--- src/verilog/ptecl_consts.vh ---
/*
 holds offsets, field positions and reset values of the port t slice.
 assumes byte addresses on a 32-bit axi4-lite bus, one word per register.
*/
`ifndef PTECL_CONSTS_VH
`define PTECL_CONSTS_VH
`define PTECL_ADDR_W 12
`define PTECL_OFF_PORT_T_DATA 12'h240
`define PTECL_OFF_CLK_CTL 12'h248
`define PTECL_OFF_IRQ_CTL 12'h24c
`define PTECL_OFF_DIR 12'h250
`define PTECL_OFF_ALT 12'h254
`define PTECL_OFF_INPUT 12'h258
`define PTECL_OFF_MODE 12'h25c
`define PTECL_CLK_DIS_BIT 7
`define PTECL_EXTRA_SIXTEEN_DIVIDE_BIT 5
`define PTECL_IRQ_EDGE_BIT 7
`define PTECL_IRQ_CONN_BIT 6
`define PTECL_NONMASKABLE_INTERRUPT_PIN_CONN_BIT 5
`define PTECL_RST_CLK_CTL 8'h80
`define PTECL_RST_IRQ_CTL 8'h40
`define PTECL_RST_PORT 8'h00
`define PTECL_RESP_OKAY 2'b00
`define PTECL_RESP_SLVERR 2'b10
`endif

--- src/verilog/ptecl_clkgen.v ---
/*
 free-running clock output generator: divide by div+1 (by 2 when div is 0 and /16 is off), optional /16.
 assumes the bus clock is aclk; restart pulse comes from the register side.
*/
`timescale 1ns/1ps
module ptecl_clkgen #(
    parameter DIV_W = 5
) (
    input wire aclk, // bus clock
    input wire aresetn, // sync reset, active low
    input wire restart, // settings changed
    input wire disable_out, // output off
    input wire extra_sixteen_divide_en, // extra /16 stage
    input wire [DIV_W-1:0] div_val, // divide by value+1, by 2 for value 0 without /16
    output reg clk_out // free clock output
);
    reg [DIV_W-1:0] cnt_r;
    reg [3:0] sub_r;
    wire [DIV_W:0] n = {1'b0, div_val} + {{DIV_W{1'b0}}, 1'b1};
    wire base_tick = (cnt_r == div_val);
    // base clock high for first half of each period
    wire [DIV_W:0] hi_cnt = (n + {{DIV_W{1'b0}}, 1'b1}) >> 1;
    wire base_lvl = ({1'b0, cnt_r} < hi_cnt);
    always @(posedge aclk)
    begin
        if (!aresetn || restart)
        begin
            cnt_r <= {DIV_W{1'b0}};
            sub_r <= 4'h0;
        end
        else
        begin
            cnt_r <= base_tick ? {DIV_W{1'b0}} : cnt_r + 1'b1;
            if (base_tick)
                sub_r <= sub_r + 4'h1;
        end
    end
    always @(posedge aclk)
    begin
        if (!aresetn || disable_out)
            clk_out <= 1'b0;
        else if (extra_sixteen_divide_en)
            clk_out <= ~sub_r[3];
        else if (div_val == {DIV_W{1'b0}})
            clk_out <= ~clk_out;
        else
            clk_out <= base_lvl;
    end
endmodule // ptecl_clkgen

--- src/verilog/ptecl_top.v ---
/*
 port t data, clock output control and interrupt pin control over axi4-lite.
 assumes single clock aclk; pins synchronous; special_mode strap stable.
*/
// Chosen here: the AXI4-Lite slave port.
`timescale 1ns/1ps
`include "ptecl_consts.vh"
module ptecl_top #(
    parameter PORT_W = 8,
    parameter DIV_W = 5
) (
    input wire aclk, // bus clock
    input wire aresetn, // sync reset, active low
    input wire [11:0] s_axi_awaddr, // write address
    input wire s_axi_awvalid, // write address valid
    output wire s_axi_awready, // write address ready
    input wire [31:0] s_axi_wdata, // write data
    input wire [3:0] s_axi_wstrb, // write strobes
    input wire s_axi_wvalid, // write data valid
    output wire s_axi_wready, // write data ready
    output reg [1:0] s_axi_bresp, // write response
    output reg s_axi_bvalid, // write response valid
    input wire s_axi_bready, // write response ready
    input wire [11:0] s_axi_araddr, // read address
    input wire s_axi_arvalid, // read address valid
    output wire s_axi_arready, // read address ready
    output reg [31:0] s_axi_rdata, // read data
    output reg [1:0] s_axi_rresp, // read response
    output reg s_axi_rvalid, // read valid
    input wire s_axi_rready, // read ready
    input wire special_mode, // high in special mode
    input wire [PORT_W-1:0] port_t_in, // pin input levels
    output reg [PORT_W-1:0] port_t_out, // pin output levels
    output reg [PORT_W-1:0] port_t_oe, // pin output enables
    output reg [PORT_W-1:0] port_t_ie, // pin input buffer enables
    input wire [PORT_W-1:0] seg_en, // display segment enables
    input wire [PORT_W-1:0] seg_out, // display segment levels
    input wire [PORT_W-1:0] tmr_oc_en, // timer output channel enables
    input wire [PORT_W-1:0] tmr_oc_out, // timer output levels
    input wire irq_pin_n, // maskable interrupt pin
    input wire nonmaskable_interrupt_pin, // nonmaskable pin, low active
    input wire irq_ack, // interrupt serviced pulse
    output wire irq_request, // maskable request to controller
    output wire nonmaskable_interrupt_pin_request, // nonmaskable request to controller
    output wire free_clock_output // divided bus clock
);
    reg [PORT_W-1:0] port_t_data_r;
    reg [PORT_W-1:0] port_t_direction_r;
    reg [PORT_W-1:0] sync1_r;
    reg [PORT_W-1:0] port_t_input_image_r;
    reg [7:0] clock_output_control_r;
    reg [7:0] interrupt_pin_control_r;
    reg edge_written_r;
    reg xconn_written_r;
    reg irq_pin_d_r;
    reg irq_edge_r;
    reg clk_restart_r;
    reg [11:0] awaddr_r;
    reg aw_held_r;
    reg [31:0] wdata_r;
    reg [3:0] wstrb_r;
    reg w_held_r;
    integer i;

    // one-hot write response states
    localparam [1:0] WR_IDLE = 2'b01;
    localparam [1:0] WR_RESP = 2'b10;
    reg [1:0] wr_state_r;

    // true when address is one of the implemented registers
    function mapped;
        input [11:0] a;
        begin
            mapped = (a == `PTECL_OFF_PORT_T_DATA) ||
                     (a == `PTECL_OFF_CLK_CTL) ||
                     (a == `PTECL_OFF_IRQ_CTL) ||
                     (a == `PTECL_OFF_DIR) ||
                     (a == `PTECL_OFF_ALT) ||
                     (a == `PTECL_OFF_INPUT) ||
                     (a == `PTECL_OFF_MODE);
        end
    endfunction

    assign s_axi_awready = !aw_held_r && (wr_state_r == WR_IDLE);
    assign s_axi_wready = !w_held_r && (wr_state_r == WR_IDLE);
    assign s_axi_arready = !s_axi_rvalid;

    wire aw_go = s_axi_awvalid && s_axi_awready;
    wire w_go = s_axi_wvalid && s_axi_wready;
    wire aw_have = aw_held_r || aw_go;
    wire w_have = w_held_r || w_go;
    wire [11:0] wa = aw_held_r ? awaddr_r : s_axi_awaddr;
    wire [31:0] wd = w_held_r ? wdata_r : s_axi_wdata;
    wire [3:0] ws = w_held_r ? wstrb_r : s_axi_wstrb;
    wire do_wr = (wr_state_r == WR_IDLE) && aw_have && w_have;
    wire wr_lane0 = do_wr && ws[0];
    wire [11:0] wa_w = {wa[11:2], 2'b00};

    always @(posedge aclk)
    begin
        if (!aresetn)
        begin
            wr_state_r <= WR_IDLE;
            aw_held_r <= 1'b0;
            w_held_r <= 1'b0;
            awaddr_r <= 12'h000;
            wdata_r <= 32'h00000000;
            wstrb_r <= 4'h0;
            s_axi_bvalid <= 1'b0;
            s_axi_bresp <= `PTECL_RESP_OKAY;
        end
        else
        begin
            if (aw_go)
                awaddr_r <= s_axi_awaddr;
            if (w_go)
            begin
                wdata_r <= s_axi_wdata;
                wstrb_r <= s_axi_wstrb;
            end
            case (wr_state_r)
                WR_IDLE:
                begin
                    if (do_wr)
                    begin
                        aw_held_r <= 1'b0;
                        w_held_r <= 1'b0;
                        s_axi_bvalid <= 1'b1;
                        s_axi_bresp <= mapped(wa_w) ? `PTECL_RESP_OKAY :
                                       `PTECL_RESP_SLVERR;
                        wr_state_r <= WR_RESP;
                    end
                    else
                    begin
                        aw_held_r <= aw_have;
                        w_held_r <= w_have;
                    end
                end
                WR_RESP:
                begin
                    if (s_axi_bready)
                    begin
                        s_axi_bvalid <= 1'b0;
                        wr_state_r <= WR_IDLE;
                    end
                end
                default:
                    wr_state_r <= WR_IDLE;
            endcase
        end
    end

    // register stores; write-once fields lock in normal mode
    always @(posedge aclk)
    begin
        if (!aresetn)
        begin
            port_t_data_r <= `PTECL_RST_PORT;
            port_t_direction_r <= `PTECL_RST_PORT;
            clock_output_control_r <= `PTECL_RST_CLK_CTL;
            interrupt_pin_control_r <= `PTECL_RST_IRQ_CTL;
            edge_written_r <= 1'b0;
            xconn_written_r <= 1'b0;
            clk_restart_r <= 1'b0;
        end
        else
        begin
            clk_restart_r <= 1'b0;
            if (wr_lane0 && wa_w == `PTECL_OFF_PORT_T_DATA)
                port_t_data_r <= wd[PORT_W-1:0];
            if (wr_lane0 && wa_w == `PTECL_OFF_DIR)
                port_t_direction_r <= wd[PORT_W-1:0];
            if (wr_lane0 && wa_w == `PTECL_OFF_CLK_CTL)
            begin
                // bits 6 reserved, kept zero
                clock_output_control_r <= wd[7:0] & 8'hbf;
                clk_restart_r <= 1'b1;
            end
            if (wr_lane0 && wa_w == `PTECL_OFF_IRQ_CTL)
            begin
                interrupt_pin_control_r[`PTECL_IRQ_CONN_BIT] <=
                    wd[`PTECL_IRQ_CONN_BIT];
                if (special_mode || !edge_written_r)
                begin
                    interrupt_pin_control_r[`PTECL_IRQ_EDGE_BIT] <=
                        wd[`PTECL_IRQ_EDGE_BIT];
                    edge_written_r <= 1'b1;
                end
                if (special_mode || !xconn_written_r)
                begin
                    interrupt_pin_control_r[`PTECL_NONMASKABLE_INTERRUPT_PIN_CONN_BIT] <=
                        wd[`PTECL_NONMASKABLE_INTERRUPT_PIN_CONN_BIT];
                    xconn_written_r <= 1'b1;
                end
            end
        end
    end

    // pin input synchroniser, two stages
    always @(posedge aclk)
    begin
        if (!aresetn)
        begin
            sync1_r <= `PTECL_RST_PORT;
            port_t_input_image_r <= `PTECL_RST_PORT;
        end
        else
        begin
            sync1_r <= port_t_in;
            port_t_input_image_r <= sync1_r;
        end
    end

    // pin multiplexing: segment, then timer, then gpio
    always @(posedge aclk)
    begin
        if (!aresetn)
        begin
            port_t_out <= `PTECL_RST_PORT;
            port_t_oe <= `PTECL_RST_PORT;
            port_t_ie <= `PTECL_RST_PORT;
        end
        else
        begin
            for (i = 0; i < PORT_W; i = i + 1)
            begin
                if (seg_en[i])
                begin
                    port_t_out[i] <= seg_out[i];
                    port_t_oe[i] <= 1'b0;
                    port_t_ie[i] <= 1'b0;
                end
                else if (tmr_oc_en[i])
                begin
                    port_t_out[i] <= tmr_oc_out[i];
                    port_t_oe[i] <= 1'b1;
                    port_t_ie[i] <= 1'b1;
                end
                else
                begin
                    port_t_out[i] <= port_t_data_r[i];
                    port_t_oe[i] <= port_t_direction_r[i];
                    port_t_ie[i] <= 1'b1;
                end
            end
        end
    end

    // interrupt pin sensing
    wire irq_conn = interrupt_pin_control_r[`PTECL_IRQ_CONN_BIT];
    wire irq_edge_mode = interrupt_pin_control_r[`PTECL_IRQ_EDGE_BIT];
    always @(posedge aclk)
    begin
        if (!aresetn)
        begin
            irq_pin_d_r <= 1'b1;
            irq_edge_r <= 1'b0;
        end
        else
        begin
            irq_pin_d_r <= irq_pin_n;
            if (irq_edge_mode && irq_pin_d_r && !irq_pin_n)
                irq_edge_r <= 1'b1;
            else if (irq_ack)
                irq_edge_r <= 1'b0;
        end
    end
    assign irq_request = irq_conn &&
        (irq_edge_mode ? irq_edge_r : !irq_pin_n);
    assign nonmaskable_interrupt_pin_request =
        interrupt_pin_control_r[`PTECL_NONMASKABLE_INTERRUPT_PIN_CONN_BIT] &&
        !nonmaskable_interrupt_pin;

    // read channel
    wire [11:0] ra = {s_axi_araddr[11:2], 2'b00};
    wire [PORT_W-1:0] data_view = (port_t_direction_r & port_t_data_r) |
        (~port_t_direction_r & port_t_input_image_r);
    reg [31:0] rd_val;
    always @*
    begin
        rd_val = 32'h00000000;
        case (ra)
            `PTECL_OFF_PORT_T_DATA: rd_val[PORT_W-1:0] = data_view;
            `PTECL_OFF_CLK_CTL: rd_val[7:0] = clock_output_control_r;
            `PTECL_OFF_IRQ_CTL: rd_val[7:0] = interrupt_pin_control_r;
            `PTECL_OFF_DIR: rd_val[PORT_W-1:0] = port_t_direction_r;
            `PTECL_OFF_ALT: rd_val[PORT_W-1:0] = seg_en | tmr_oc_en;
            `PTECL_OFF_INPUT: rd_val[PORT_W-1:0] = port_t_input_image_r;
            `PTECL_OFF_MODE: rd_val[0] = special_mode;
            default: rd_val = 32'h00000000;
        endcase
    end
    always @(posedge aclk)
    begin
        if (!aresetn)
        begin
            s_axi_rvalid <= 1'b0;
            s_axi_rdata <= 32'h00000000;
            s_axi_rresp <= `PTECL_RESP_OKAY;
        end
        else if (s_axi_arvalid && s_axi_arready)
        begin
            s_axi_rvalid <= 1'b1;
            s_axi_rdata <= rd_val;
            s_axi_rresp <= mapped(ra) ? `PTECL_RESP_OKAY :
                           `PTECL_RESP_SLVERR;
        end
        else if (s_axi_rready)
            s_axi_rvalid <= 1'b0;
    end

    ptecl_clkgen #(
        .DIV_W(DIV_W)
    ) u_clkgen (
        .aclk(aclk),
        .aresetn(aresetn),
        .restart(clk_restart_r),
        .disable_out(clock_output_control_r[`PTECL_CLK_DIS_BIT]),
        .extra_sixteen_divide_en(clock_output_control_r[`PTECL_EXTRA_SIXTEEN_DIVIDE_BIT]),
        .div_val(clock_output_control_r[DIV_W-1:0]),
        .clk_out(free_clock_output)
    );
endmodule // ptecl_top

--- config.mk ---
export PLATFORM = sky130hd
export DESIGN_NAME = ptecl_top
export DESIGN_NICKNAME = d
export VERILOG_FILES = /design/src/verilog/ptecl_clkgen.v /design/src/verilog/ptecl_top.v
export VERILOG_INCLUDE_DIRS = /design/src /design/src/verilog
export SDC_FILE = /design/constraint.sdc
export NUM_CORES = 1
export LEC_CHECK = 0
export ABC_AREA = 0
export BUFFER_PORTS_ARGS = -buffer_cell sky130_fd_sc_hd__buf_2
export CORE_MARGIN = 10
export CORE_UTILIZATION = 54
export DETAILED_ROUTE_END_ITERATION = 12
export GPL_TIMING_DRIVEN = 0
export PLACE_DENSITY_LB_ADDON = 0.3
export SYNTH_ARGS = -nofsm -noshare
export SYNTH_HDL_FRONTEND = slang
export SYNTH_HIERARCHICAL = 1
export SYNTH_SLANG_ARGS = --single-unit
--- constraint.sdc ---
create_clock -name aclk -period 2.9 [get_ports aclk]
set_clock_uncertainty 0.15 [all_clocks]
set_input_delay 0.29 -clock aclk [delete_from_list [all_inputs] [get_ports aclk]]
set_output_delay 0.29 -clock aclk [all_outputs]
set_load 0.03 [all_outputs]
==> run_results.csv <==
group,metric,value,unit
cts,h-tree-depth,4,
route,avgViaCountPerCell,5.44,
timing,setup_violations,0,
setup_path,crit_arrival,2.65,ns
global_route,grt_pass1_wl,26800,um
global_route,track_usage,0.233,
timing,rsz0062_at_grt,"no",
synth,synth_area_leaders,"dfxtp_1 (45%), mux2i_1 (9.2%), nand2_1 (6.1%)",
status,outcome,"finished, final reports clean",
timing,finalSetupTns,0,ns
min_path,hold_start,"special_mode",
final_layout,drive_gt1_frac,0.252,
floorplanning,ios,179,
route,dr_wl_met3,1300,um
placement,dpl_worst_slack,0.677,ns
timing,relSlewSlack,0.476,
synth,yosysUniqueCellTypes,58,
synth,ys_seq_elements,116,
setup_path,required,3.19,ns
setup_path,regToRegStartpoint,"aw_held_r",
run,maxCapViolations,0,
cts,clkSinkCount,116,
setup_path,critPathLaunch,"s_axi_awaddr[7]",
setup_path,r2r_setup_slack,0.62,ns
synth,synth_area_per_cell,8.98,um2
floorplanning,design.core.area,0.00933,mm2
route,wl_per_cell,17.9,um
route,drtIter0Drc,482,
floorplanning,rows,35,
synth,synth-edff-count,0,
synth,ys_seq_area_frac,0.446,
min_path,hp-class,"input port to flop",
cts,cts_setup_buffers,0,
timing,tightest_slew,0.785,ns
final_layout,area_growth,40.3,%
route,dr_wl_met2,8430,um
global_route,first_global_vias,5261,
cts,cts_buffers,17,
global_route,overflow,0,
route,num_vias,5166,
global_route,antenna_found_initial,1,
timing,period_needed,2.36,ns
route,drc,0,
power_and_ir_drop,leakagePower,3.32,nW
setup_path,cp-end-kind,"flop",
synth,synth_top_area_share,0.446,
synth,yosys.area.top_type,"dfxtp_1",
cts,cts_buffer_depth,2,
power_and_ir_drop,peakVddDrop,0.000420,V
floorplanning,die_w,118,um
timing,slew_viol_final,0,
timing,fin_ws,0.536,ns
placement,detailed_place_hpwl,11100,um
final_layout,finalInstanceArea,0.00731,mm2
cts,cts-root-buf,"clkbuf_8",
synth,synthCells,580,
synth,synth_common_cells,"dfxtp_1 (116), nand2_1 (85), nor2_1 (56), mux2i_1 (48), a21oi_1 (40)",
floorplanning,start_util,0.559,
cts,clock_latency,0.52,ns
power_and_ir_drop,powerDensity,609,mW/mm2
synth,synth.most_common_cell,"dfxtp_1",
synth,syn_area,0.00521,mm2
route,drtPass1Iterations,6,
global_route,grt_max_degree,17,
setup_path,crit_type,"input port to flop",
placement,dp.cells,854,
final_layout,fillers,611,
cts,cts_hold_buf,64,
final_layout,fin_cells,950,
synth,synth_ff_type,"dfxtp_1",
placement,place_congestion,0.859,
timing,hold_violations,0,
final_layout,post-route-util,0.784,
route,wl_met1,6500,um
setup_path,startpoint_type,"input port",
route,routed_wirelength,17000,um
cts,cts-resized-gates,0,
cts,cts_tree,"done",
synth,yosysWarnings,6,
final_layout,nNetsFinal,926,
route,ant_nets,0,
floorplanning,die_area,0.0140,mm2
cts,path_clk_slew,0.06,ns
route,highest_layer,"met4",
placement,portBuffers,120,
setup_path,crit_fanout,6,
timing,fmax,423,MHz
floorplanning,die_h,118,um
synth,async_flop_share,0,
timing,finalCritPeriodShare,0.815,
placement,placed_area,0.00607,mm2
-- routing by layer --
metal	GRT usage	up-vias
met1	0.248	2403
met5	0	-
met4	0.124	0
li1	-	2425
met3	0.0647	66
met2	0.411	272
-- report_power, final --
part / internal, mW / switching (mW)
combinational: 0.249 / 0.359
clock: 1.39 / 0.759
sequential: 1.66 / 0.0377
-- cells by family (layout without fill, tap and decap cells) --
| kind of cell | after synthesis | in the layout | synth area share |
|---|---|---|---|
| AO/OA/AOI/OAI | 103 | 103 | 0.124 |
| XOR/XNOR | 10 | 10 | 0.0168 |
| adder cells (fa/ha/maj) | 7 | 7 | 0.0168 |
| buffers and inverters | 57 | 272 | 0.0603 |
| flip-flops | 116 | 116 | 0.446 |
| multiplexers | 60 | 60 | 0.118 |
| other | 1 | 27 | 0.000720 |
| AND/OR/NAND/NOR | 226 | 226 | 0.218 |
-- registers in the layout (all words and copies together), names as in the netlist, 2 cells and up --
| signal | cells |
|---|---|
| port_t_direction_r | 8 |
| port_t_out | 8 |
| clock_output_control_r | 7 |
| wr_state_r | 2 |
| awaddr_r | 10 |
| u_clkgen/cnt_r | 5 |
| port_t_data_r | 8 |
| sync1_r | 8 |
| s_axi_rdata | 8 |
| port_t_oe | 8 |
| port_t_ie | 8 |
| interrupt_pin_control_r | 3 |
| u_clkgen/sub_r | 4 |
| wdata_r | 8 |
| port_t_input_image_r | 8 |
-- final timing paths --
path,cells after the start,to
max reg2reg,6,clock_output_control_r[0]
max,7,clock_output_control_r[0]
min,3,interrupt_pin_control_r[7]
min reg2reg,1,port_t_input_image_r[2]
-- cell usage in the layout (no fill, tap or decap), types with 5 or more instances in the layout --
master	count
a21oi_1	40
o21a_1	8
nand3_1	9
nor3b_1	5
nand3b_1	8
nand2b_1	6
mux2i_1	48
o211ai_1	6
mux2_2	12
clkinv_2	5
ha_1	7
xnor2_1	7
nor2_1	56
or3_1	5
inv_1	9
and2_1	18
conb_1	26
clkbuf_16	16
dlygate4sd3_1	64
nor3_1	6
buf_4	26
clkbuf_1	19
buf_2	122
dfxtp_1	116
nand2_1	85
o21ai_0	19
-- through the flow --
| step | power [mW] | hold WS, ns |
|---|---|---|
| global placement | 2.23 | 0.265 |
| finish | 4.45 | 0.0384 |
| detailed placement | 2.24 | 0.269 |
| global route | 4.59 | 0.0386 |
| floorplan | 2.07 | 0.224 |
| CTS | 4.42 | 0.00994 |
-- critical path, cell delays in order --
cell and delay (ns):
dlygate4sd3_1 0.54, buf_2 0.13, nor4b_1 0.40, a22oi_1 0.23, nor2_1 0.35, nand3b_1 0.43
mux2i_1 0.29
-- final cells by class --
type / instances / area, um2 / area share
clock buffers: 17 / 414 / 0.0566
clock inverters: 14 / 188 / 0.0257
multi-input cells: 432 / 2670 / 0.365
plain buffers: 47 / 277 / 0.0378
inverters: 10 / 37.5 / 0.00513
flip-flops and latches: 116 / 2320 / 0.318
well taps: 129 / 161 / 0.0221
diodes: 1 / 2.50 / 0.000342
repair buffers: 184 / 1240 / 0.170
(Power assumes the default switching activity.)
